[src/verilog/uedm_pkg.sv]
// Shared constants, types and helpers for the serial event timing block
package uedm_pkg;
   // Clock and line rate
   localparam int CLK_HZ             = 250_000_000;
   localparam int BAUD_DEFAULT       = 115_200;
   localparam int OVERSAMPLE         = 16;
   localparam int SAMPLE_DIV_DEFAULT = CLK_HZ / (OVERSAMPLE * BAUD_DEFAULT);

   // Tick counter positions within one bit period
   localparam logic [3:0] TICK_LAST = 4'hF;
   localparam logic [3:0] MID_TICK  = 4'h7;
   localparam logic [3:0] TICK_ZERO = 4'h0;

   // Character frame
   localparam int         DATA_BITS = 8;
   localparam logic [2:0] LAST_BIT  = 3'h7;
   localparam logic [2:0] BIT_ZERO  = 3'h0;

   // Receive interrupt timing in sample ticks after the stop bit begins
   localparam int RX_INT_MAX_TICKS   = 17;
   localparam int RX_FIFO_TRIG_TICKS = 19;
   localparam int STOP_SAMPLE_TICKS  = 8;
   localparam logic [4:0] RX_DLY_PLAIN = 5'h01;
   localparam logic [4:0] RX_DLY_FIFO  =
      5'(RX_FIFO_TRIG_TICKS - STOP_SAMPLE_TICKS);
   localparam logic [4:0] DLY_ZERO     = 5'h00;

   // Transmit FIFO depth
   localparam int FIFO_DEPTH = 16;

   // Modem status layout: deltas low, current levels high
   localparam int MODEM_DELTA_LSB = 0;
   localparam int MODEM_LEVEL_LSB = 4;
   localparam logic [7:0] MODEM_RESET = 8'h00;

   // Line state machine, Gray coded along idle-start-data-stop
   typedef enum logic [1:0]
   {
      ST_IDLE  = 2'b00,
      ST_START = 2'b01,
      ST_DATA  = 2'b11,
      ST_STOP  = 2'b10
   } uedm_line_state_t;

   // Receive DMA signalling uses mode 1 only with FIFO on and mode bit set
   function automatic logic uedm_rx_mode1(input logic fe, input logic dms);
      return fe & dms;
   endfunction

   // Transmit DMA signalling follows the mode bit alone
   function automatic logic uedm_tx_mode1(input logic fe, input logic dms);
      return dms | (fe & dms);
   endfunction
endpackage

[src/verilog/uedm_fifo_if.sv]
// Valid/ready carrier between the top module and its FIFO
`timescale 1ns/1ps
interface uedm_fifo_if #(parameter int W = 8);
   logic         in_valid;
   logic         in_ready;
   logic [W-1:0] in_data;
   logic         out_valid;
   logic         out_ready;
   logic [W-1:0] out_data;

   modport fifo (input in_valid, in_data, out_ready,
                 output in_ready, out_valid, out_data);
   modport user (output in_valid, in_data, out_ready,
                 input in_ready, out_valid, out_data);
endinterface

[src/verilog/uedm_fifo.sv]
// Parameterised FIFO with a registered output stage
`timescale 1ns/1ps
module uedm_fifo
#(
   parameter int W     = 8,
   parameter int DEPTH = 16
)
(
   input wire logic clk,
   input wire logic rst,
   uedm_fifo_if.fifo f
);
   localparam int AW = $clog2(DEPTH);

   logic [W-1:0]  mem_r [DEPTH];
   logic [AW-1:0] wr_ptr_r;
   logic [AW-1:0] rd_ptr_r;
   logic [AW:0]   count_r;
   logic          not_full_r;
   logic          out_valid_r;
   logic [W-1:0]  out_data_r;

   wire push    = f.in_valid & not_full_r;
   wire stage_ok = ~out_valid_r | f.out_ready;
   wire pop     = stage_ok & (count_r != '0);
   wire [AW:0] count_nxt = count_r + (AW+1)'(push) - (AW+1)'(pop);

   assign f.in_ready  = not_full_r;
   assign f.out_valid = out_valid_r;
   assign f.out_data  = out_data_r;

   ////////////////////////////////////////////////////////////////////
   // Storage array, no reset needed on data
   always_ff @(posedge clk)
   begin
      if (push)
      begin
         mem_r[wr_ptr_r] <= f.in_data;
      end
   end

   // Pointers, fill level and output stage
   always_ff @(posedge clk)
   begin
      if (rst)
      begin
         wr_ptr_r    <= '0;
         rd_ptr_r    <= '0;
         count_r     <= '0;
         not_full_r  <= 1'b1;
         out_valid_r <= 1'b0;
         out_data_r  <= '0;
      end
      else
      begin
         count_r    <= count_nxt;
         not_full_r <= (count_nxt != (AW+1)'(DEPTH)); // Honest full
         if (push)
            wr_ptr_r <= AW'(wr_ptr_r + 1'b1);
         if (pop)
         begin
            rd_ptr_r    <= AW'(rd_ptr_r + 1'b1);
            out_data_r  <= mem_r[rd_ptr_r];
            out_valid_r <= 1'b1;
         end
         else if (f.out_ready)
            out_valid_r <= 1'b0;
      end
   end
endmodule // uedm_fifo

[src/verilog/uedm_top.sv]
// Serial element: 16x receiver, FIFO transmitter, DMA modes, modem status
`timescale 1ns/1ps
module uedm_top
#(
   parameter int SAMPLE_DIV = uedm_pkg::SAMPLE_DIV_DEFAULT
)
(
   input  wire logic       clk,
   input  wire logic       rst,
   input  wire logic       rxd,
   output logic            txd,
   input  wire logic       tx_wr,
   input  wire logic [7:0] tx_data,
   output logic            tx_ready,
   input  wire logic       rx_rd,
   output logic [7:0]      rx_data,
   output logic            rx_overrun,
   input  wire logic       modem_status_rd,
   input  wire logic [3:0] modem_in,
   output logic [7:0]      modem_status_register,
   input  wire logic       fifo_enable_bit,
   input  wire logic       dma_mode_select_bit,
   output logic            rx_irq,
   output logic            transmit_holding_empty,
   output logic            modem_irq,
   output logic            rxrdy_n,
   output logic            txrdy_n
);
   import uedm_pkg::*;

   localparam int DW = $clog2(SAMPLE_DIV);

   ////////////////////////////////////////////////////////////////////
   // Sixteen-times-baud tick shared by receiver and transmitter
   logic [DW-1:0] div_cnt_r;
   wire sample_tick = (div_cnt_r == DW'(SAMPLE_DIV - 1));
   wire transmit_shift_clock = sample_tick;

   always_ff @(posedge clk)
   begin
      if (rst || sample_tick)
         div_cnt_r <= '0;
      else
         div_cnt_r <= DW'(div_cnt_r + 1'b1);
   end

   ////////////////////////////////////////////////////////////////////
   // Receiver
   uedm_line_state_t rx_st_r;
   logic [3:0]       rx_tick_r;
   logic [2:0]       rx_bit_r;
   logic [7:0]       rx_shift_r;
   logic [7:0]       rx_data_r;
   logic             rx_full_r;
   logic             rx_ovr_r;
   logic [4:0]       rx_dly_r;
   logic             rx_dly_run_r;
   logic             rx_irq_r;

   wire rx_at_mid   = sample_tick & (rx_tick_r == MID_TICK);
   wire rx_at_last  = sample_tick & (rx_tick_r == TICK_LAST);
   wire rx_stop_hit = (rx_st_r == ST_STOP) & rx_at_last;
   wire rx_first    = fifo_enable_bit & ~rx_full_r;
   wire rx_dly_done = rx_dly_run_r & sample_tick & (rx_dly_r == RX_DLY_PLAIN);

   // Bit framing: confirm start at half bit, then sample every 16 ticks
   always_ff @(posedge clk)
   begin
      if (rst)
      begin
         rx_st_r    <= ST_IDLE;
         rx_tick_r  <= TICK_ZERO;
         rx_bit_r   <= BIT_ZERO;
         rx_shift_r <= 8'h00;
      end
      else
      begin
         if (sample_tick)
            rx_tick_r <= 4'(rx_tick_r + 1'b1);
         case (rx_st_r)
            ST_IDLE:
               if (~rxd)
               begin
                  rx_st_r   <= ST_START;
                  rx_tick_r <= TICK_ZERO;
               end
            ST_START:
               if (rx_at_mid)
               begin
                  rx_st_r   <= rxd ? ST_IDLE : ST_DATA;
                  rx_tick_r <= TICK_ZERO;
                  rx_bit_r  <= BIT_ZERO;
               end
            ST_DATA:
               if (rx_at_last)
               begin
                  rx_shift_r <= {rxd, rx_shift_r[7:1]};
                  rx_bit_r   <= 3'(rx_bit_r + 1'b1);
                  if (rx_bit_r == LAST_BIT)
                     rx_st_r <= ST_STOP;
               end
            ST_STOP:
               if (rx_at_last)
                  rx_st_r <= ST_IDLE;
            default:
               rx_st_r <= ST_IDLE;
         endcase
      end
   end

   // Holding register; a byte arriving unread overwrites and flags overrun
   always_ff @(posedge clk)
   begin
      if (rst)
      begin
         rx_data_r <= 8'h00;
         rx_full_r <= 1'b0;
         rx_ovr_r  <= 1'b0;
      end
      else if (rx_stop_hit)
      begin
         rx_data_r <= rx_shift_r;
         rx_full_r <= 1'b1;
         rx_ovr_r  <= rx_full_r & ~rx_rd;
      end
      else if (rx_rd)
      begin
         rx_full_r <= 1'b0;
         rx_ovr_r  <= 1'b0;
      end
   end

   // Interrupt delay: 9 ticks normally, 19 for the first byte in FIFO mode
   always_ff @(posedge clk)
   begin
      if (rst)
      begin
         rx_dly_r     <= DLY_ZERO;
         rx_dly_run_r <= 1'b0;
         rx_irq_r     <= 1'b0;
      end
      else
      begin
         if (rx_stop_hit)
         begin
            rx_dly_r     <= rx_first ? RX_DLY_FIFO : RX_DLY_PLAIN;
            rx_dly_run_r <= 1'b1;
         end
         else if (rx_dly_done)
            rx_dly_run_r <= 1'b0;
         else if (rx_dly_run_r && sample_tick)
            rx_dly_r <= 5'(rx_dly_r - 1'b1);
         // Set wins over a read in the same cycle
         if (rx_dly_done)
            rx_irq_r <= 1'b1;
         else if (rx_rd)
            rx_irq_r <= 1'b0;
      end
   end

   ////////////////////////////////////////////////////////////////////
   // Transmit FIFO; its ready is the host's ready, so a full FIFO stalls
   uedm_fifo_if #(.W(DATA_BITS)) tx_ff ();

   assign tx_ff.in_valid = tx_wr;
   assign tx_ff.in_data  = tx_data;

   uedm_fifo #(.W(DATA_BITS), .DEPTH(FIFO_DEPTH)) u_tx_fifo
   (
      .clk (clk),
      .rst (rst),
      .f   (tx_ff.fifo)
   );

   ////////////////////////////////////////////////////////////////////
   // Transmitter
   uedm_line_state_t tx_st_r;
   logic [3:0]       tx_tick_r;
   logic [2:0]       tx_bit_r;
   logic [7:0]       tx_shift_r;
   logic             txd_r;
   logic             tx_empty_r;

   wire tx_load    = (tx_st_r == ST_IDLE) & transmit_shift_clock &
                     tx_ff.out_valid;
   wire tx_bit_end = transmit_shift_clock & (tx_tick_r == TICK_LAST);
   wire tx_accept  = tx_wr & tx_ff.in_ready;
   // Empty judged at end of start bit: 17 ticks after a lone write
   wire tx_empty_set = (tx_st_r == ST_START) & tx_bit_end &
                       ~tx_ff.out_valid;

   assign tx_ff.out_ready = tx_load;

   // Shift sequencer, LSB first, one stop bit
   always_ff @(posedge clk)
   begin
      if (rst)
      begin
         tx_st_r    <= ST_IDLE;
         tx_tick_r  <= TICK_ZERO;
         tx_bit_r   <= BIT_ZERO;
         tx_shift_r <= 8'h00;
         txd_r      <= 1'b1;
      end
      else
      begin
         if (transmit_shift_clock)
            tx_tick_r <= 4'(tx_tick_r + 1'b1);
         case (tx_st_r)
            ST_IDLE:
               if (tx_load)
               begin
                  tx_st_r    <= ST_START;
                  tx_shift_r <= tx_ff.out_data;
                  tx_tick_r  <= TICK_ZERO;
                  txd_r      <= 1'b0;
               end
            ST_START:
               if (tx_bit_end)
               begin
                  tx_st_r  <= ST_DATA;
                  tx_bit_r <= BIT_ZERO;
                  txd_r    <= tx_shift_r[0];
               end
            ST_DATA:
               if (tx_bit_end)
               begin
                  tx_shift_r <= {1'b0, tx_shift_r[7:1]};
                  tx_bit_r   <= 3'(tx_bit_r + 1'b1);
                  txd_r      <= (tx_bit_r == LAST_BIT) ? 1'b1 : tx_shift_r[1];
                  if (tx_bit_r == LAST_BIT)
                     tx_st_r <= ST_STOP;
               end
            ST_STOP:
               if (tx_bit_end)
                  tx_st_r <= ST_IDLE;
            default:
               tx_st_r <= ST_IDLE;
         endcase
      end
   end

   // Transmit-empty interrupt; set wins over a write in the same cycle
   always_ff @(posedge clk)
   begin
      if (rst)
         tx_empty_r <= 1'b0;
      else if (tx_empty_set)
         tx_empty_r <= 1'b1;
      else if (tx_accept)
         tx_empty_r <= 1'b0;
   end

   ////////////////////////////////////////////////////////////////////
   // DMA ready signalling, active low
   logic rxrdy_n_r;
   logic txrdy_n_r;

   wire rx_m1 = uedm_rx_mode1(fifo_enable_bit, dma_mode_select_bit);
   wire tx_m1 = uedm_tx_mode1(fifo_enable_bit, dma_mode_select_bit);
   // Mode 1 receive waits for the interrupt point; mode 0 any data
   wire rxrdy_nxt = rx_m1 ? (rx_full_r & rx_irq_r) : rx_full_r;
   // Mode 1 transmit: room left; mode 0: nothing queued at all
   wire txrdy_nxt = tx_m1 ? tx_ff.in_ready :
                    (~tx_ff.out_valid & ~tx_load);

   always_ff @(posedge clk)
   begin
      if (rst)
      begin
         rxrdy_n_r <= 1'b1;
         txrdy_n_r <= 1'b1;
      end
      else
      begin
         rxrdy_n_r <= ~rxrdy_nxt;
         txrdy_n_r <= ~txrdy_nxt;
      end
   end

   ////////////////////////////////////////////////////////////////////
   // Modem status: deltas are sticky, a change wins over a clearing read
   logic [3:0] modem_prev_r;
   logic [3:0] modem_delta_r;
   logic       modem_irq_r;

   wire [3:0] modem_chg = modem_in ^ modem_prev_r;

   always_ff @(posedge clk)
   begin
      if (rst)
      begin
         modem_prev_r  <= MODEM_RESET[MODEM_LEVEL_LSB +: 4];
         modem_delta_r <= MODEM_RESET[MODEM_DELTA_LSB +: 4];
         modem_irq_r   <= 1'b0;
      end
      else
      begin
         modem_prev_r  <= modem_in;
         modem_delta_r <= modem_chg |
                          (modem_status_rd ? 4'h0 : modem_delta_r);
         if (modem_chg != 4'h0)
            modem_irq_r <= 1'b1;
         else if (modem_status_rd)
            modem_irq_r <= 1'b0;
      end
   end

   ////////////////////////////////////////////////////////////////////
   // Output drive
   assign txd                    = txd_r;
   assign tx_ready               = tx_ff.in_ready;
   assign rx_data                = rx_data_r;
   assign rx_overrun             = rx_ovr_r;
   assign modem_status_register  = {modem_prev_r, modem_delta_r};
   assign rx_irq                 = rx_irq_r;
   assign transmit_holding_empty = tx_empty_r;
   assign modem_irq              = modem_irq_r;
   assign rxrdy_n                = rxrdy_n_r;
   assign txrdy_n                = txrdy_n_r;
endmodule // uedm_top

[config.mk]
export PLATFORM = sky130hd
export DESIGN_NAME = uedm_top
export DESIGN_NICKNAME = d
export VERILOG_FILES = /design/src/verilog/uedm_pkg.sv /design/src/verilog/uedm_fifo_if.sv /design/src/verilog/uedm_fifo.sv /design/src/verilog/uedm_top.sv
export SDC_FILE = /design/constraint.sdc
export NUM_CORES = 1
export LEC_CHECK = 0
export BUFFER_PORTS_ARGS = -buffer_cell sky130_fd_sc_hd__buf_4
export CORE_ASPECT_RATIO = 0.6
export CORE_MARGIN = 4
export CORE_UTILIZATION = 35
export CTS_BUF_LIST = sky130_fd_sc_hd__clkbuf_8
export CTS_CLUSTER_SIZE = 20
export DETAILED_ROUTE_END_ITERATION = 8
export MAX_ROUTING_LAYER = met4
export PLACE_DENSITY_LB_ADDON = 0.15
export RECOVER_POWER = 25
export SLEW_MARGIN = 20
export SYNTH_ARGS = -nofsm -noshare
export SYNTH_HDL_FRONTEND = slang
export SYNTH_SLANG_ARGS = --single-unit
[constraint.sdc]
create_clock -name clk -period 3.16 [get_ports clk]
set_clock_uncertainty 0.2 [all_clocks]
set_input_delay 0.948 -clock clk [delete_from_list [all_inputs] [get_ports clk]]
set_output_delay 0.948 -clock clk [all_outputs]
set_load 0.02 [all_outputs]
==> flow_summary.json <==
{
  "grt_antenna_before_repair": 0,
  "htree_levels": 2,
  "fin_ws_ns": -0.04780,
  "status": "finished with violations",
  "r2r_slack_ns": -0.05,
  "clk_path_buf_depth": 3,
  "arrival_ns": 3.42,
  "yosys_warnings": 0,
  "track_usage_pct": 15.26,
  "r2r_start": "div_cnt_r[6]",
  "violations": "setup timing",
  "total_leakage_power_uw": 0.003771,
  "worstMarginPinSlew_ns": 0.9371,
  "post-place-ws_ns": -0.1451,
  "gr-total-overflow": 0,
  "drc_errors": 0,
  "slew_violations": 0,
  "clk_pin_slew_worst_paths_ns": 0.06,
  "instances_no_fill": 1170,
  "ys_types": 61,
  "synth.avg_cell_area_um2": 12.99,
  "synth_top_area_share_pct": 41.67,
  "postLayoutCoreUtil_pct": 42.35,
  "syn_inst": 710,
  "drv_cap": 0,
  "core_area_mm2": 0.02562,
  "grt_pass1_wl_um": 33350,
  "cts_tree": "built",
  "p_sw_uw": 2081,
  "wl_per_cell_um": 18.37,
  "drtIter0Drc": 464,
  "seq_power_share_pct": 46.2,
  "period_share_pct": 101.5,
  "gp_congestion": 0.8220,
  "grt_max_degree": 73,
  "clockRootBuffer": "clkbuf_8",
  "crit_path_end": "u_tx_fifo.f.in_ready",
  "drive_above_1_share_pct": 22.37,
  "clk_latency_ns": 0.54,
  "cp_data_required_time_ns": 3.37,
  "clock_sinks": 223,
  "power.density_mw_per_mm2": 676.0,
  "grt_pass1_vias": 5826,
  "crit_path_end_kind": "flop",
  "critical_path_peak_fanout": 2,
  "viasPerCell": 5.065,
  "hp-class": "flop to flop",
  "num_vias": 5926,
  "ys_seq_area_share_pct": 62.28,
  "synth_most_common_cell": "edfxtp_1",
  "maxSlewHeadroom_pct": 37.53,
  "drt.antenna.violating_nets": 0,
  "rsz0062_at_grt": "true",
  "dp_hpwl_um": 14390,
  "holdBufCountCts": 0,
  "fp.dieH_um": 133.8,
  "yosys-top-cells-count": "edfxtp_1, dfxtp_1, nand2_1",
  "finalWirelength_um": 21500,
  "dieArea_mm2": 0.02910,
  "setup_tns_ns": -0.04780,
  "rows": 45,
  "reg2regPathDepth": 11,
  "power.share.clock_pct": 33.3,
  "fin_crit_ns": 3.208,
  "placedCellCount": 1102,
  "synthTopCellsByArea": "edfxtp_1, dfxtp_1, mux4_2",
  "startpoint_type": "flop",
  "yosysTopAreaCell": "edfxtp_1",
  "n_antenna_cell": 0,
  "die_w_um": 217.6,
  "worstSetupPathType": "flop to flop",
  "finalSetupViolCount": 1,
  "ir_drop_v": 0.0002719,
  "ys_seq_elements": 223,
  "r2r_end": "u_tx_fifo.f.in_ready",
  "power.internal_uw": 5254,
  "dr.pass1.iters": 5,
  "portBuffers": 43,
  "setup.worst_path.start": "div_cnt_r[6]",
  "syn-num-nets": 752,
  "numCtsBuffers": 36,
  "pin_count": 44,
  "ys.flop_type": "edfxtp_1",
  "hold_viol": 0,
  "fmax_mhz": 311.7,
  "synthArstFlopShare_pct": 0,
  "area_delta_synth_final_pct": 17.62,
  "switching_share_pct": 28.37,
  "final_nets": 834,
  "syn-cell-area_mm2": 0.009225,
  "combPwrFrac_pct": 20.5,
  "synth_edf_count": 128,
  "initial_core_util_pct": 36.01
}
[placed cells by master (no fill, tap or decap), types with 3 or more instances in the layout]
master,n
edfxtp_1,128
dfxtp_1,91
buf_4,75
nand2_1,58
a21oi_1,50
clkbuf_8,39
nor2_1,38
mux2i_1,34
inv_1,32
nand3_1,27
mux4_2,24
nor3_1,19
ha_1,19
a311oi_1,17
xnor2_1,16
o21ai_0,12
nor2b_1,11
nand2b_1,8
nand4_1,8
clkbuf_1,8
or2_2,7
xor2_1,6
and3_1,6
a2bb2oi_1,6
or3_1,5
o211ai_1,4
clkinv_1,4
dfxtp_2,4
and2_1,3
a221oi_1,3
o21bai_1,3
mux2_2,3
clkinv_2,3
[sequential cells by signal, summed over array words and instances (netlist names), 4 cells and up]
signal	count
div_cnt_r	8
u_tx_fifo.count_r	5
rx_data	8
u_tx_fifo.rd_ptr_r	4
u_tx_fifo.f.out_data	8
tx_shift_r	8
tx_tick_r	4
rx_dly_r	5
u_tx_fifo.mem_r	128
rx_shift_r	8
modem_prev_r	4
modem_delta_r	4
u_tx_fifo.wr_ptr_r	4
rx_tick_r	4
[what timing repair did]
item                       CTS  global route
pin swaps                    3             7
setup endpoints to repair    1             1
resized for setup            3             5
setup buffers                2             2
hold endpoints to repair     0             0
[cells by family after synthesis]
family / Yosys count / synth area share, %
adder cells (fa/ha/maj): 22 / 3.065
buffers and inverters: 61 / 2.984
XOR/XNOR: 23 / 2.184
AND/OR/NAND/NOR: 209 / 11.47
flip-flops: 223 / 62.28
multiplexers: 61 / 9.915
AO/OA/AOI/OAI: 111 / 8.097
[critical path: stages (launching register included)]
cell	delay [ns]
dfxtp_2	0.31
or3_4	0.38
o41a_1	0.46
nor2_4	0.14
ha_1	0.13
inv_2	0.04
ha_4	0.15
fa_2	0.37
a21oi_2	0.13
o21bai_1	0.09
xnor2_1	0.16
or4b_4	0.51
[area by class of cell]
| cell class | instances | area, um^2 |
|---|---|---|
| clock buffer | 39 | 536.8 |
| clock inverter | 25 | 157.7 |
| fill | 2384 | 14770 |
| inverter | 20 | 75.07 |
| multi-input combinational | 426 | 3257 |
| sequential | 223 | 5751 |
| tap | 352 | 440.4 |
| timing repair buffer | 85 | 633.1 |
[how the worst min path moves through the flow]
stage	from	to	slack [ns]	cells after the start
finish	tx_bit_r[2]	tx_bit_r[2]	0.26	2
CTS	tx_bit_r[2]	tx_bit_r[2]	0.26	2
floorplan	rx_shift_r[0]	rx_data[0]	0.23	2
detailed placement	tx_bit_r[2]	tx_bit_r[2]	0.25	2
global placement	tx_bit_r[2]	tx_bit_r[2]	0.24	2
global route	rx_data[7]	rx_data[7]	0.29	2
[through the flow]
stage               hold WS [ns]  power [uW]  cell area [um^2]
detailed placement        0.2546        4841             10120
global placement          0.2433        4813             10120
global route              0.2943        7736             10850
CTS                       0.2623        7339             10840
finish                    0.2578        7335             10850
floorplan                 0.2312        4369              9245
[power by group through the flow]
stage	combinational, uW	sequential (uW)	clock, uW
after floorplan	991	3380	0
after global placement	1370	3440	0
after detailed placement	1390	3450	0
after CTS	1420	3390	2530
after global routing	1650	3410	2670
final	1500	3390	2440
[per-layer routing]
metal / GRT usage, % / wire, um / up-vias
met5: - / 0 / -
met4: 4.236 / 333 / 0
met3: 3.488 / 1004 / 30
met2: 19.91 / 8761 / 96
met1: 23.42 / 11400 / 2974
li1: - / - / 2826
Note: power is estimated with default switching activity, not from simulation.
